## src/rtl/cgs_pkg.sv

```systemverilog
// constants, types and register layout of the clock generation and select block
package cgs_pkg;
  localparam int         AW            = 8;
  localparam logic [7:0] OFF_PROT      = 8'h00;
  localparam logic [7:0] OFF_FCTL      = 8'h04;
  localparam logic [7:0] OFF_TRIM      = 8'h08;
  localparam logic [7:0] OFF_FMODE     = 8'h0c;
  localparam logic [7:0] OFF_LPD       = 8'h10;
  localparam logic [7:0] OFF_CTL0      = 8'h14;
  localparam logic [7:0] OFF_CTL1      = 8'h18;
  localparam logic [7:0] OFF_CDET      = 8'h1c;
  localparam logic [7:0] OFF_TRIM_HI   = 8'h20;
  localparam logic [7:0] OFF_TRIM_WIDE = 8'h24;
  localparam logic [7:0] OFF_STAT      = 8'h28;
  // trim data values are arbitrary
  localparam logic [7:0] TRIM_HI_VAL   = 8'h40;
  localparam logic [7:0] TRIM_WIDE_VAL = 8'h48;
  localparam logic [7:0] PROT_WMASK    = 8'h09;
  localparam logic [7:0] FCTL_WMASK    = 8'h03;
  localparam logic [7:0] FMODE_WMASK   = 8'h03;
  localparam logic [7:0] LPD_WMASK     = 8'he1;
  localparam logic [7:0] CTL0_WMASK    = 8'h54;
  localparam logic [7:0] CTL1_WMASK    = 8'hd5;
  localparam logic [7:0] CTL0_RST      = 8'h50;
  localparam logic [7:0] CTL1_RST      = 8'h00;
  localparam int         FCTL_EN_B     = 0;
  localparam int         FCTL_SEL_B    = 1;
  localparam int         CDET_SEL_B    = 2;
  localparam logic [1:0] FMODE_HALF    = 2'h2;
  localparam logic [1:0] RESP_OK       = 2'h0;
  localparam logic [1:0] RESP_SLVERR   = 2'h2;
  localparam logic [2:0] DIV8_SH       = 3'd3;
  localparam logic [2:0] DIV16_SH      = 3'd4;
  localparam logic [3:0] DIV_WRAP      = 4'hf;
  // oscillator timing, modelled from the 50 MHz reference
  localparam int         CLK_NS        = 20;
  localparam int         FAST_PER_NS   = 125;
  localparam int         SLOW_PER_NS   = 8000;
  localparam int         DET_DLY_US    = 100;
  localparam int         FAST_HALF_CYC = FAST_PER_NS / 2 / CLK_NS;
  localparam int         SLOW_HALF_CYC = SLOW_PER_NS / 2 / CLK_NS;
  localparam int         DET_DLY_DEF   = (DET_DLY_US * 1000 + CLK_NS - 1) / CLK_NS;
  localparam logic [3:0] FAST_LIM      = 4'(FAST_HALF_CYC - 1);
  localparam logic [3:0] FAST_LIM2     = 4'(2 * FAST_HALF_CYC - 1);
  localparam logic [7:0] SLOW_LIM      = 8'(SLOW_HALF_CYC - 1);

  typedef enum logic [1:0] {SRC_SLOW, SRC_FAST, SRC_SUB} cgs_src_t;

  typedef struct packed {
    logic [3:0] rsv_hi;
    logic       lp;
    logic [1:0] rsv_lo;
    logic       clk;
  } cgs_prot_t;

  typedef struct packed {
    logic [2:0] mon_en;
    logic [3:0] rsv;
    logic       ilc;
  } cgs_lpd_t;

  typedef struct packed {
    logic       rsv7;
    logic       div8;
    logic       rsv5;
    logic       pinfn;
    logic       rsv3;
    logic       pws;
    logic [1:0] rsv_lo;
  } cgs_ctl0_t;

  typedef struct packed {
    logic [1:0] div_sel;
    logic       rsv5;
    logic       slow_stop;
    logic       rsv3;
    logic       fb_sel;
    logic       rsv1;
    logic       stop_req;
  } cgs_ctl1_t;

  typedef struct packed {
    logic       cpu;
    logic [4:0] periph;
    logic       osc_periph;
    logic       fast_aux;
    logic       slow_aux;
    logic       sub_div4;
    logic       sub_div32;
  } cgs_clk_t;
endpackage

```

## src/rtl/cgs_clock_gen.sv

```systemverilog
// clock generation, source select and dividers with an AXI4-Lite register slave
//
// Implementation choices: register access over AXI4-Lite and the register addresses.
`timescale 1ns/1ps
`default_nettype none
// Behaviour
// - trim and fast mode registers writable only while clock protect bit is one
// - fast mode value two halves the fast oscillator frequency
// - low-power register writable only while low-power protect bit is set
// - monitor enable rising holds its detector off for the settling delay
// - low-power register survives software, watchdog and monitor resets
// - on-chip oscillator clock taken from fast or slow oscillator
// - oscillator select zero picks slow, one picks fast
// - after any reset cpu clock is slow oscillator divided by eight
// - fast oscillator stopped after reset, runs once its enable is one
// - two read-only trim data registers; first equals trim reset value
// - sub-clock oscillator runs during and after reset
// - sub-clock pin function one starts the sub-clock on its pins
// - system clock select zero picks sub-clock; software waits for stability
// - feedback resistor switchable, cut off automatically in stop mode
// - stop mode halts every clock including the sub-clock
// - cpu clock is system clock divided by 1, 2, 4, 8 or 16
// - divide-by-eight bit overrides; else field 0..3 gives 1, 2, 4, 16
// - stop entry from fast oscillator mode forces divide-by-eight
// - peripheral clocks are system clock divided by 1, 2, 4, 8, 32
// - peripheral wait-stop bit gates divided peripheral clocks in wait
// - oscillator peripheral clock follows on-chip clock, runs in wait
// - fast aux clock from fast oscillator while enabled, runs in wait
// - slow aux clock from slow oscillator when not stopped, runs in wait
// - sub-clock divided by 4 and by 32 provided
module cgs_clock_gen
  import cgs_pkg::*;
#(
  parameter int DET_DLY_CYC = DET_DLY_DEF
) (
  // clock and resets
  input  wire logic          ref_clk_i,
  input  wire logic          reset_i,
  input  wire logic          sys_rst_i,
  // power state
  input  wire logic          wait_i,
  input  wire logic          wake_i,
  input  wire logic          cspro_i,
  // sub-clock pins
  input  wire logic          subclock_in_i,
  output logic               subclock_out_o,
  output logic               subclock_out_en_n_o,
  output logic               feedback_on_o,
  // generated clocks and status
  output cgs_clk_t           clocks_o,
  output logic [7:0]         fast_osc_trim_o,
  output logic               internal_low_consumption_o,
  output logic [2:0]         monitor_active_o,
  output logic               stop_mode_o,
  // axi4-lite slave
  input  wire logic [AW-1:0] axi_awaddr_i,
  input  wire logic          axi_awvalid_i,
  output logic               axi_awready_o,
  input  wire logic [31:0]   axi_wdata_i,
  input  wire logic [3:0]    axi_wstrb_i,
  input  wire logic          axi_wvalid_i,
  output logic               axi_wready_o,
  output logic [1:0]         axi_bresp_o,
  output logic               axi_bvalid_o,
  input  wire logic          axi_bready_i,
  input  wire logic [AW-1:0] axi_araddr_i,
  input  wire logic          axi_arvalid_i,
  output logic               axi_arready_o,
  output logic [31:0]        axi_rdata_o,
  output logic [1:0]         axi_rresp_o,
  output logic               axi_rvalid_o,
  input  wire logic          axi_rready_i
);
  function automatic logic pick(cgs_src_t s, logic slow, logic fast, logic sub);
    logic r;
    r = slow;
    if (s == SRC_FAST) r = fast;
    else if (s == SRC_SUB) r = sub;
    return r;
  endfunction

  function automatic logic mapped(logic [AW-1:0] a);
    return a[1:0] == 2'h0 && a <= OFF_STAT;
  endfunction

  logic            rst_any;
  cgs_prot_t       prot_r;
  logic            fen_r;
  logic            fsel_r;
  logic [7:0]      trim_r;
  logic [1:0]      fmode_r;
  cgs_lpd_t        lpd_r;
  cgs_ctl0_t       ctl0_r, ctl0_wr;
  cgs_ctl1_t       ctl1_r;
  logic            cdet_r;
  logic            aw_ok_r, w_ok_r, awready_r, wready_r, bvalid_r, arready_r, rvalid_r;
  logic [AW-1:0]   awaddr_r;
  logic [7:0]      wd;
  logic            wstrb0_r;
  logic [31:0]     wdata_r, rdata_r, rd_word;
  logic [1:0]      bresp_r, rresp_r;
  logic            aw_hs, w_hs, ar_hs, wr_go, wr_en, stop_go;
  logic [3:0]      fast_cnt_r;
  logic            fast_lvl_r, slow_lvl_r, sub_lvl_r, sub_out_r;
  logic [7:0]      slow_cnt_r;
  logic            fast_run, slow_run, sub_run, sub_rise;
  cgs_src_t        src_req, src_act_r;
  logic            sys_lvl_r, sys_nxt, sys_rise, p_gate;
  logic [4:0]      pcnt_r, pcnt_nxt, scnt_r;
  logic [2:0]      div_act_r, div_req;
  logic [2:0]      mon_prev_r, mon_rdy_r;
  logic [15:0]     mon_cnt_r [3];
  cgs_clk_t        clk_r;
  logic            fb_r, pin_en_n_r;

  assign rst_any = reset_i | sys_rst_i;
  assign wd      = wdata_r[7:0];
  assign ctl0_wr = cgs_ctl0_t'(wd & CTL0_WMASK);

  // bus handshakes; a write commits once address and data are both held
  assign aw_hs   = axi_awvalid_i & awready_r;
  assign w_hs    = axi_wvalid_i & wready_r;
  assign ar_hs   = axi_arvalid_i & arready_r;
  assign wr_go   = aw_ok_r & w_ok_r & ~bvalid_r;
  assign wr_en   = wr_go & wstrb0_r;
  assign stop_go = wr_en & awaddr_r == OFF_CTL1 & prot_r.clk & wd[0] & ~cspro_i & ~ctl1_r.stop_req;

  always_ff @(posedge ref_clk_i) begin
    if (rst_any) begin
      aw_ok_r   <= 1'b0;
      w_ok_r    <= 1'b0;
      awready_r <= 1'b0;
      wready_r  <= 1'b0;
      bvalid_r  <= 1'b0;
      bresp_r   <= RESP_OK;
      awaddr_r  <= '0;
      wdata_r   <= '0;
      wstrb0_r  <= 1'b0;
    end else begin
      aw_ok_r   <= ~wr_go & (aw_ok_r | aw_hs);
      w_ok_r    <= ~wr_go & (w_ok_r | w_hs);
      awready_r <= ~aw_hs & (~aw_ok_r | wr_go);
      wready_r  <= ~w_hs & (~w_ok_r | wr_go);
      if (aw_hs) awaddr_r <= axi_awaddr_i;
      if (w_hs) begin
        wdata_r  <= axi_wdata_i;
        wstrb0_r <= axi_wstrb_i[0];
      end
      if (wr_go) begin
        bvalid_r <= 1'b1;
        bresp_r  <= mapped(awaddr_r) ? RESP_OK : RESP_SLVERR;
      end else if (axi_bready_i) begin
        bvalid_r <= 1'b0;
      end
    end
  end

  always_comb begin
    rd_word = '0;
    case (axi_araddr_i)
      OFF_PROT:      rd_word[7:0] = prot_r;
      OFF_FCTL:      rd_word[1:0] = {fsel_r, fen_r};
      OFF_TRIM:      rd_word[7:0] = trim_r;
      OFF_FMODE:     rd_word[1:0] = fmode_r;
      OFF_LPD:       rd_word[7:0] = lpd_r;
      OFF_CTL0:      rd_word[7:0] = ctl0_r;
      OFF_CTL1:      rd_word[7:0] = ctl1_r;
      OFF_CDET:      rd_word[CDET_SEL_B] = cdet_r;
      OFF_TRIM_HI:   rd_word[7:0] = TRIM_HI_VAL;
      OFF_TRIM_WIDE: rd_word[7:0] = TRIM_WIDE_VAL;
      OFF_STAT:      rd_word[6:0] = {src_act_r, fast_run, mon_rdy_r, ctl1_r.stop_req};
      default:       rd_word = '0;
    endcase
  end

  always_ff @(posedge ref_clk_i) begin
    if (rst_any) begin
      arready_r <= 1'b0;
      rvalid_r  <= 1'b0;
      rdata_r   <= '0;
      rresp_r   <= RESP_OK;
    end else begin
      arready_r <= ~ar_hs & ~(rvalid_r & ~axi_rready_i);
      if (ar_hs) begin
        rvalid_r <= 1'b1;
        rdata_r  <= rd_word;
        rresp_r  <= mapped(axi_araddr_i) ? RESP_OK : RESP_SLVERR;
      end else if (axi_rready_i) begin
        rvalid_r <= 1'b0;
      end
    end
  end

  // clock control registers; a write without its protect bit is dropped quietly
  always_ff @(posedge ref_clk_i) begin
    if (rst_any) begin
      prot_r <= '0;
      fen_r  <= 1'b0;
      fsel_r <= 1'b0;
      trim_r <= TRIM_HI_VAL;
      fmode_r <= '0;
      ctl0_r <= cgs_ctl0_t'(CTL0_RST);
      ctl1_r <= cgs_ctl1_t'(CTL1_RST);
      cdet_r <= 1'b1;
      pin_en_n_r <= 1'b0; // pin function is on out of reset
    end else begin
      if (wr_en) begin
        case (awaddr_r)
          OFF_PROT: prot_r <= cgs_prot_t'(wd & PROT_WMASK);
          OFF_FCTL: if (prot_r.clk) begin
            fen_r  <= wd[FCTL_EN_B];
            fsel_r <= wd[FCTL_SEL_B];
          end
          OFF_TRIM:  if (prot_r.clk) trim_r <= wd;
          OFF_FMODE: if (prot_r.clk) fmode_r <= wd[1:0] & FMODE_WMASK[1:0];
          OFF_CTL0:  if (prot_r.clk) ctl0_r <= ctl0_wr;
          OFF_CTL1:  if (prot_r.clk) begin
            ctl1_r <= cgs_ctl1_t'(wd & CTL1_WMASK);
            // stop request has no effect under count source protection
            ctl1_r.stop_req <= cspro_i ? ctl1_r.stop_req : wd[0];
          end
          OFF_CDET:  if (prot_r.clk) cdet_r <= wd[CDET_SEL_B];
          default: ;
        endcase
      end
      if (stop_go && src_act_r == SRC_FAST) ctl0_r.div8 <= 1'b1;
      // pad enable kept in its own flop so the pin control never passes through logic
      if (wr_en && awaddr_r == OFF_CTL0 && prot_r.clk) pin_en_n_r <= ~ctl0_wr.pinfn;
      if (wake_i) ctl1_r.stop_req <= 1'b0;
    end
  end

  // low-power register sees only the power-on reset
  always_ff @(posedge ref_clk_i) begin
    if (reset_i) begin
      lpd_r <= '0;
    end else if (wr_en && awaddr_r == OFF_LPD && prot_r.lp) begin
      lpd_r <= cgs_lpd_t'(wd & LPD_WMASK);
    end
  end

  always_ff @(posedge ref_clk_i) begin
    if (reset_i) begin
      mon_prev_r <= '0;
      mon_rdy_r  <= '0;
      for (int i = 0; i < 3; i++) mon_cnt_r[i] <= '0;
    end else begin
      mon_prev_r <= lpd_r.mon_en;
      for (int i = 0; i < 3; i++) begin
        if (lpd_r.mon_en[i] && !mon_prev_r[i]) begin
          mon_cnt_r[i] <= 16'(DET_DLY_CYC);
          mon_rdy_r[i] <= 1'b0;
        end else if (mon_cnt_r[i] != 16'h0) begin
          mon_cnt_r[i] <= mon_cnt_r[i] - 16'h1;
        end else begin
          mon_rdy_r[i] <= lpd_r.mon_en[i];
        end
      end
    end
  end

  // oscillator models; stop freezes every source
  assign fast_run = fen_r & ~ctl1_r.stop_req;
  assign slow_run = ~ctl1_r.stop_req & (~ctl1_r.slow_stop | cspro_i | src_act_r == SRC_SLOW);
  assign sub_run  = ctl0_r.pinfn & ~ctl1_r.stop_req;

  always_ff @(posedge ref_clk_i) begin
    if (rst_any) begin
      fast_cnt_r <= '0;
      fast_lvl_r <= 1'b0;
    end else if (fast_run) begin
      if (fast_cnt_r >= (fmode_r == FMODE_HALF ? FAST_LIM2 : FAST_LIM)) begin
        fast_cnt_r <= '0;
        fast_lvl_r <= ~fast_lvl_r;
      end else begin
        fast_cnt_r <= fast_cnt_r + 4'h1;
      end
    end
  end

  always_ff @(posedge ref_clk_i) begin
    if (rst_any) begin
      slow_cnt_r <= '0;
      slow_lvl_r <= 1'b0;
    end else if (slow_run) begin
      if (slow_cnt_r >= SLOW_LIM) begin
        slow_cnt_r <= '0;
        slow_lvl_r <= ~slow_lvl_r;
      end else begin
        slow_cnt_r <= slow_cnt_r + 8'h1;
      end
    end
  end

  // the pin amplifier keeps running through reset; only a stop request holds its output high and stalls the crystal
  always_ff @(posedge ref_clk_i) begin
    sub_out_r <= ctl1_r.stop_req | ~subclock_in_i;
  end

  assign sub_rise = sub_run & subclock_in_i & ~sub_lvl_r;

  always_ff @(posedge ref_clk_i) begin
    if (rst_any) begin
      sub_lvl_r <= 1'b0;
      scnt_r    <= '0;
      fb_r      <= 1'b0;
    end else begin
      if (sub_run) sub_lvl_r <= subclock_in_i;
      if (sub_rise) scnt_r <= scnt_r + 5'h1;
      fb_r <= ~ctl1_r.fb_sel & ~ctl1_r.stop_req;
    end
  end

  // source switch only while both old and new levels are low
  assign src_req  = !cdet_r ? SRC_SUB : (fsel_r ? SRC_FAST : SRC_SLOW);
  assign sys_nxt  = pick(src_act_r, slow_lvl_r, fast_lvl_r, sub_lvl_r);
  assign sys_rise = sys_nxt & ~sys_lvl_r;
  assign pcnt_nxt = sys_rise ? pcnt_r + 5'h1 : pcnt_r;
  assign div_req  = ctl0_r.div8 ? DIV8_SH : (ctl1_r.div_sel == 2'h3 ? DIV16_SH : {1'b0, ctl1_r.div_sel});
  assign p_gate   = wait_i & ctl0_r.pws;

  always_ff @(posedge ref_clk_i) begin
    if (rst_any) begin
      src_act_r <= SRC_SLOW;
      sys_lvl_r <= 1'b0;
      pcnt_r    <= '0;
      div_act_r <= DIV8_SH;
    end else begin
      if (src_req != src_act_r && !sys_lvl_r
          && !pick(src_req, slow_lvl_r, fast_lvl_r, sub_lvl_r)) begin
        src_act_r <= src_req;
        sys_lvl_r <= 1'b0;
      end else begin
        sys_lvl_r <= sys_nxt;
      end
      pcnt_r <= pcnt_nxt;
      // divider changes only where every divided phase has just ended
      if (sys_rise && pcnt_r[3:0] == DIV_WRAP) div_act_r <= div_req;
    end
  end

  always_ff @(posedge ref_clk_i) begin
    if (rst_any) begin
      clk_r <= '0;
    end else begin
      if (!wait_i) clk_r.cpu <= div_act_r == 3'd0 ? sys_nxt : pcnt_nxt[div_act_r - 3'd1];
      if (!p_gate) clk_r.periph <= {pcnt_nxt[4], pcnt_nxt[2:0], sys_nxt};
      clk_r.osc_periph <= fsel_r ? fast_lvl_r : slow_lvl_r;
      clk_r.fast_aux   <= fen_r & fast_lvl_r;
      clk_r.slow_aux   <= (~ctl1_r.slow_stop | cspro_i) & slow_lvl_r;
      clk_r.sub_div4   <= scnt_r[1];
      clk_r.sub_div32  <= scnt_r[4];
    end
  end

  assign clocks_o                   = clk_r;
  assign subclock_out_o             = sub_out_r;
  assign subclock_out_en_n_o        = pin_en_n_r;
  assign feedback_on_o              = fb_r;
  assign fast_osc_trim_o            = trim_r;
  assign internal_low_consumption_o = lpd_r.ilc;
  assign monitor_active_o           = mon_rdy_r;
  assign stop_mode_o                = ctl1_r.stop_req;
  assign axi_awready_o              = awready_r;
  assign axi_wready_o               = wready_r;
  assign axi_bvalid_o               = bvalid_r;
  assign axi_bresp_o                = bresp_r;
  assign axi_arready_o              = arready_r;
  assign axi_rvalid_o               = rvalid_r;
  assign axi_rdata_o                = rdata_r;
  assign axi_rresp_o                = rresp_r;

  trim_prot_a: assert property (@(posedge ref_clk_i) disable iff (rst_any)
    wr_en && awaddr_r == OFF_TRIM && !prot_r.clk |=> $stable(trim_r))
    else $error("trim changed without protect bit");
  lp_prot_a: assert property (@(posedge ref_clk_i) disable iff (reset_i)
    wr_en && awaddr_r == OFF_LPD && !prot_r.lp |=> $stable(lpd_r))
    else $error("low-power register changed without protect bit");
  mon_delay_a: assert property (@(posedge ref_clk_i) disable iff (reset_i)
    lpd_r.mon_en[0] && !mon_prev_r[0] |=> !mon_rdy_r[0] [*8])
    else $error("monitor active before settling delay");
  half_rate_a: assert property (@(posedge ref_clk_i) disable iff (rst_any)
    $past(fast_run) && $past(fmode_r) == FMODE_HALF && $changed(fast_lvl_r) |-> $past(fast_cnt_r) == FAST_LIM2)
    else $error("fast half period wrong in halved mode");
  reset_div8_a: assert property (@(posedge ref_clk_i)
    rst_any |=> div_act_r == DIV8_SH && src_act_r == SRC_SLOW)
    else $error("reset did not select slow source divided by eight");
  fast_off_a: assert property (@(posedge ref_clk_i) disable iff (rst_any)
    !fen_r ##1 !fen_r |-> $stable(fast_lvl_r) && !clk_r.fast_aux)
    else $error("fast oscillator runs while disabled");
  stop_div8_a: assert property (@(posedge ref_clk_i) disable iff (rst_any)
    stop_go && !wake_i && src_act_r == SRC_FAST |=> ctl0_r.div8 && ctl1_r.stop_req)
    else $error("stop entry from fast mode kept divider");
  wait_gate_a: assert property (@(posedge ref_clk_i) disable iff (rst_any)
    p_gate [*2] |-> $stable(clk_r.periph))
    else $error("peripheral clocks toggled in gated wait");
  stop_halt_a: assert property (@(posedge ref_clk_i) disable iff (rst_any)
    ctl1_r.stop_req [*3] |-> $stable(clk_r.cpu) && $stable(sub_lvl_r) && !fb_r)
    else $error("clock moved during stop");
endmodule
`default_nettype wire

```

## config.mk

```make
export PLATFORM = sky130hd
export DESIGN_NAME = cgs_clock_gen
export DESIGN_NICKNAME = d
export VERILOG_FILES = /design/src/rtl/cgs_pkg.sv /design/src/rtl/cgs_clock_gen.sv
export SDC_FILE = /design/constraint.sdc
export NUM_CORES = 1
export LEC_CHECK = 0
export BUFFER_PORTS_ARGS = -buffer_cell sky130_fd_sc_hd__buf_2
export CORE_ASPECT_RATIO = 1.2
export CORE_MARGIN = 4
export CORE_UTILIZATION = 25
export CTS_BUF_LIST = sky130_fd_sc_hd__clkbuf_8
export DETAILED_ROUTE_END_ITERATION = 10
export GPL_ROUTABILITY_DRIVEN = 0
export PLACE_DENSITY = 0.47
export SYNTH_ARGS = -nofsm -noshare
export SYNTH_HDL_FRONTEND = slang
export SYNTH_SLANG_ARGS = --single-unit
```

## constraint.sdc

```tcl
create_clock -name ref_clk_i -period 2.7 [get_ports ref_clk_i]
set_input_delay 0 -clock ref_clk_i [delete_from_list [all_inputs] [get_ports ref_clk_i]]
set_output_delay 0 -clock ref_clk_i [all_outputs]
set_load 0.005 [all_outputs]
```

Word level (Yosys, flattened, before mapping). Memories as Yosys holds them, arrays and structs flattened. Cells that the tools add are included.

$lt $le $gt $ge: 5. Multipliers: 0. Muxes and demuxes: 56. Equal/unequal tests: 25. Divide/modulo/power cells: 0. Bitwise operators: 60. Reductions and logical operators: 45. Shifts and indexed selects: 0. $add $sub $neg: 8.

Operator list (number): 16-bit 2-to-1 mux (6); 8-bit by 5-bit == test with 1-bit output (second input constant) (8); 16-bit nonzero test (3); 16-bit by 1-bit subtractor with 16-bit output (second input constant) (3); 1-bit 2-to-1 mux (36); 8-bit by 4-bit == test with 1-bit output (second input constant) (4); 4-bit one-hot mux with 8 select lines (1); 1-bit bitwise AND (27); 8-bit by 6-bit == test with 1-bit output (second input constant) (3); 1-bit NOT (19); 3-bit AND reduction (6); 8-bit by 3-bit == test with 1-bit output (second input constant) (2); 8-bit by 6-bit less-or-equal comparator with 1-bit output (second input constant) (2); 8-bit logical NOT (2); 1-bit OR (14); 2-bit one-hot mux with 7 select lines (1); 1-bit logical AND (13); 2-bit OR reduction (6); 5-bit by 1-bit adder with 5-bit output (second input constant) (2); 3-bit 2-to-1 mux (3); 8-bit by 1-bit adder with 8-bit output (second input constant) (1); 2-bit == test (second input constant) (4); 8-bit greater-or-equal comparator (second input constant) (1); 8-bit 2-to-1 mux (1); 19 further kinds (31).

Latch bits: 0. RAM bits: 48. Logic and storage cells: 253. Flip-flop bits (word level): 114. Input port bits: 64. Memories: 1. Bits in read-only memories: 0.

Memory list: mon_cnt_r (words 3, width 16, read ports 3, clocked after memory_dff 0, wr ports 3, line cgs_clock_gen.sv:112) `logic [15:0] mon_cnt_r [3];`.

Logic depth before layout (Yosys ltp).
Depth in word-level cells: 10. Depth in mapped cells: 8.

Least setup slack after synthesis. No wires, ideal clock.

Path type: reg2reg. From: memory mon_cnt_r[2][11]. To: memory mon_cnt_r[2][0] (enable). Period minus slack after synthesis: 2145 ps. Setup slack: 555 ps. Cell stages (with the launch flop): 5. Arrival time: 1782 ps. Path buffers: 0. Path through: edfxtp_1 or3_1 or3_4 nor3_1 nand2_1.

RTL lines (line): start, declared (cgs_clock_gen.sv:112).

Worst setup path after layout.
From: register prot_r[0] in the netlist's numbering. To: register ctl1_r (netlist bit stop_mode_o).

Cells in the longest elaborated chain, start to end: 1.

RTL lines: start, declared (line cgs_clock_gen.sv:87) `cgs_prot_t prot_r;`; start signal, assigned (line cgs_clock_gen.sv:209) `OFF_PROT: prot_r <= cgs_prot_t'(wd & PROT_WMASK);`; 4-bit AND reduction (no line); end signal, assigned (line cgs_clock_gen.sv:203) `ctl1_r <= cgs_ctl1_t'(CTL1_RST);`; end signal, assigned (line cgs_clock_gen.sv:218) `ctl1_r <= cgs_ctl1_t'(wd & CTL1_WMASK);`; end, declared (line cgs_clock_gen.sv:94) `cgs_ctl1_t ctl1_r;`.

No other way between the ends. A chain may end at the register's enable or synchronous reset.

==> impl_metrics.env <==
export IMPL_htree_levels=4
export IMPL_utilization_pct=30.2
export IMPL_status="finished, final reports clean"
export IMPL_via_per_inst=4.49
export IMPL_ys_seq_elements=160
export IMPL_path_clk_slew_ns=0.10
export IMPL_final_cell_area_um2=9220
export IMPL_cap_viol_max_count=0
export IMPL_nets=1033
export IMPL_finalNonFillerCells=1363
export IMPL_cpPeakStageDelay_ns=0.55
export IMPL_period_needed_ns=2.54
export IMPL_hp_start="axi_arvalid_i"
export IMPL_n_antenna_cell=0
export IMPL_cp_cell_sequence="or3b_4 -> or3b_4 -> nor3_2 -> mux2i_1 -> nor3_2 -> dlygate4sd3_1"
export IMPL_wire_per_inst_um=14.6
export IMPL_cp_start_kind="flop"
export IMPL_synth_edf_count=48
export IMPL_whs_ns=0.0188
export IMPL_skew_ns=0.0149
export IMPL_initial_utilization_pct=25.4
export IMPL_num_rows=70
export IMPL_fp_dieH_um=201
export IMPL_grt_max_degree=32
export IMPL_clock_root_buffer="clkbuf_8"
export IMPL_maxSlewHeadroom_pct=26.6
export IMPL_p_leak_nw=3.65
export IMPL_cp_slowest_cell="dlygate4sd3_1"
export IMPL_whs_endpoint="axi_rdata_o[4]$_SDFFE_PP0P_"
export IMPL_worst_pin_slew_ns=1.09
export IMPL_rsz0062_at_grt="no"
export IMPL_dp_cells=1300
export IMPL_syn_avg_cell_area_um2=9.25
export IMPL_min_path_cells=4
export IMPL_antenna_found_initial=1
export IMPL_area_growth_pct=18.6
export IMPL_fin_ws_ns=0.164
export IMPL_grt_pass1_wl_um=32100
export IMPL_wirelength_um=19900
export IMPL_vias=6119
export IMPL_worstSetupPathType="flop to flop"
export IMPL_yosys_most_used_dff="dfxtp_1"
export IMPL_grtUsageTotal_pct=11.7
export IMPL_fmax_mhz=394
export IMPL_synth_area_um2=7780
export IMPL_ys_types=68
export IMPL_finalSetupTns_ns=0
export IMPL_pre_cts_ws_ns=0.393
export IMPL_worstPathRequired_ns=3.05
export IMPL_cts_path_max_buffers=2
export IMPL_seq_area_frac_synth_pct=47.4
export IMPL_rr_endpoint="stop_mode_o$_SDFFE_PP0P_"
export IMPL_tritoncts="yes"
export IMPL_gr_total_overflow=0
export IMPL_synth_warnings=0
export IMPL_core_um2=30600
export IMPL_peakVddDrop_mv=0.259
export IMPL_finalPower_mw=5.63
export IMPL_placed_cell_area_um2=8540
export IMPL_detail_route_antenna_nets=0
export IMPL_die_w_um=169
export IMPL_crit_arrival_ns=2.89
export IMPL_end_kind="flop"
export IMPL_cts_buffers_inserted=17
export IMPL_grt_pass1_vias=5985
export IMPL_clock_sinks=160
export IMPL_clk_latency_ns=0.46
export IMPL_worst_r2r_path_depth=6
export IMPL_path_delay_family="simple AND/OR/NAND/NOR gates"
export IMPL_period_share_pct=93.9
export IMPL_post_route_drc_count=0
export IMPL_reg2reg_slack_ns=0.16
export IMPL_regArea_um2=3680
export IMPL_power_density_nw_per_um2=610
export IMPL_syn_instance_count=841
export IMPL_io_pins=132
export IMPL_slew_violations=0
export IMPL_first_iter_violations=267
export IMPL_final_cell_mix="nor2_1, dfxtp_1, nand2_1"
export IMPL_multi_input_area_um2=3780
export IMPL_critical_path_buf_inv_count=1
export IMPL_synthArstFlopShare_pct=0
export IMPL_final_layout_size_suffix_gt1_share_pct=15.3
export IMPL_nFillCells=3230
export IMPL_dr_pass1_iters=4
export IMPL_numPortBuffers=78
export IMPL_hold_path_class="primary input to flop"
export IMPL_finalHoldViolations=0
export IMPL_crit_path_max_fanout=6
export IMPL_dieArea_um2=34000
export IMPL_place_hpwl_um=14700
export IMPL_reg2reg_from="prot_r[0]$_SDFFE_PP0P_"
export IMPL_setup_viol=0
[cell type report]
class	instances	share of cell area, %
Clock buffer	18	2.69
Clock inverter	14	1.38
Inverter	20	0.814
Multi-Input combinational cell	631	41.0
Sequential cell	160	39.9
Tap cell	396	5.37
Timing Repair Buffer	124	8.82
[power breakdown]
group | switching, mW | internal (mW) | leakage (nW)
clock network | 0.963 | 0.768 | 0.198
logic | 0.537 | 0.439 | 1.99
registers | 0.185 | 2.74 | 1.46
total | 1.69 | 3.94 | 3.65
[registers in the layout, summed over array words and instances, names as in the netlist, 8 cells and up]
name             flops
slow_cnt_r           8
clocks_o            11
wdata_r              8
mon_cnt_r           48
axi_rdata_o          8
awaddr_r             8
fast_osc_trim_o      8
[repair_timing]
item,in CTS,in global routing
hold buffers,31,0
setup endpoints to repair,0,1
setup buffers,0,0
resized for setup,0,1
endpoints found under the hold margin,38,0
[metal layers]
| layer | wire [um] | part of all wire, % | GRT usage, % |
|---|---|---|---|
| met5 | 11 | 0.055 | 0 |
| met4 | 240 | 1.2 | 2.73 |
| met3 | 738 | 3.7 | 2.67 |
| met2 | 9490 | 48 | 19.3 |
| met1 | 9370 | 47 | 15.6 |
[worst max path at each step]
stage | startpoint | to | slack (ns) | depth (start not counted)
5_1_grt | prot_r[0]$_SDFFE_PP0P_ | stop_mode_o$_SDFFE_PP0P_ | 0.06 | 6
6_report | prot_r[0]$_SDFFE_PP0P_ | stop_mode_o$_SDFFE_PP0P_ | 0.16 | 6
2_1_floorplan | mon_cnt_r[2][11]$_SDFFCE_PN0P_ | mon_cnt_r[2][0]$_SDFFCE_PN0P_ | 0.55 | 4
4_1_cts | prot_r[0]$_SDFFE_PP0P_ | stop_mode_o$_SDFFE_PP0P_ | 0.07 | 6
3_3_place_gp | mon_cnt_r[1][6]$_SDFFCE_PN0P_ | mon_cnt_r[2][12]$_DFFE_PP_ | 0.42 | 5
3_5_place_dp | mon_cnt_r[0][10]$_SDFFCE_PN0P_ | mon_cnt_r[0][13]$_SDFFCE_PN0P_ | 0.39 | 5
[logic make-up after synthesis]
family          count (synthesis)  share of synthesized area (%)
compound gates                139                           10.9
fa+ha+maj                      15                           2.41
flops                         160                           47.4
buf+inv                        75                           5.25
xor+xnor                       52                           5.86
other cells                     1                         0.0482
mux                            39                           5.20
simple gates                  360                           23.0
[tightest hold or removal path, delay by kind of cell]
| family | cells | cell delay, ns |
|---|---|---|
| compound gates | 1 | 0.05 |
| simple gates | 2 | 0.29 |
| buf+inv | 1 | 0.08 |
[cell usage after synthesis (3+ instances only)]
cell type / n / area [um2]
nand4_1: 11 / 68.8
nor2_1: 112 / 420
nand3b_1: 7 / 52.6
and3_1: 8 / 50.1
o31ai_1: 3 / 22.5
xor2_1: 25 / 219
buf_4: 26 / 195
nand3_1: 15 / 75.1
mux2_2: 6 / 67.6
nor4b_1: 3 / 26.3
edfxtp_1: 48 / 1440
mux2i_1: 30 / 300
a21oi_1: 68 / 340
xnor2_1: 27 / 236
nor3b_1: 6 / 45.0
a211oi_1: 8 / 60.1
inv_1: 20 / 75.1
a22o_1: 4 / 35.0
buf_6: 3 / 33.8
nor4_1: 9 / 56.3
or3_1: 12 / 75.1
o211ai_1: 3 / 22.5
a22oi_1: 3 / 22.5
buf_2: 5 / 25.0
nand2_1: 102 / 383
dfxtp_1: 112 / 2240
a21o_1: 3 / 22.5
ha_1: 15 / 188
nor4_2: 3 / 37.5
o21ai_0: 26 / 130
nor3_1: 24 / 120
nand2b_1: 9 / 56.3
nor2b_1: 12 / 75.1
and2_1: 9 / 56.3
clkbuf_1: 20 / 75.1
(Power assumes the default switching activity.)
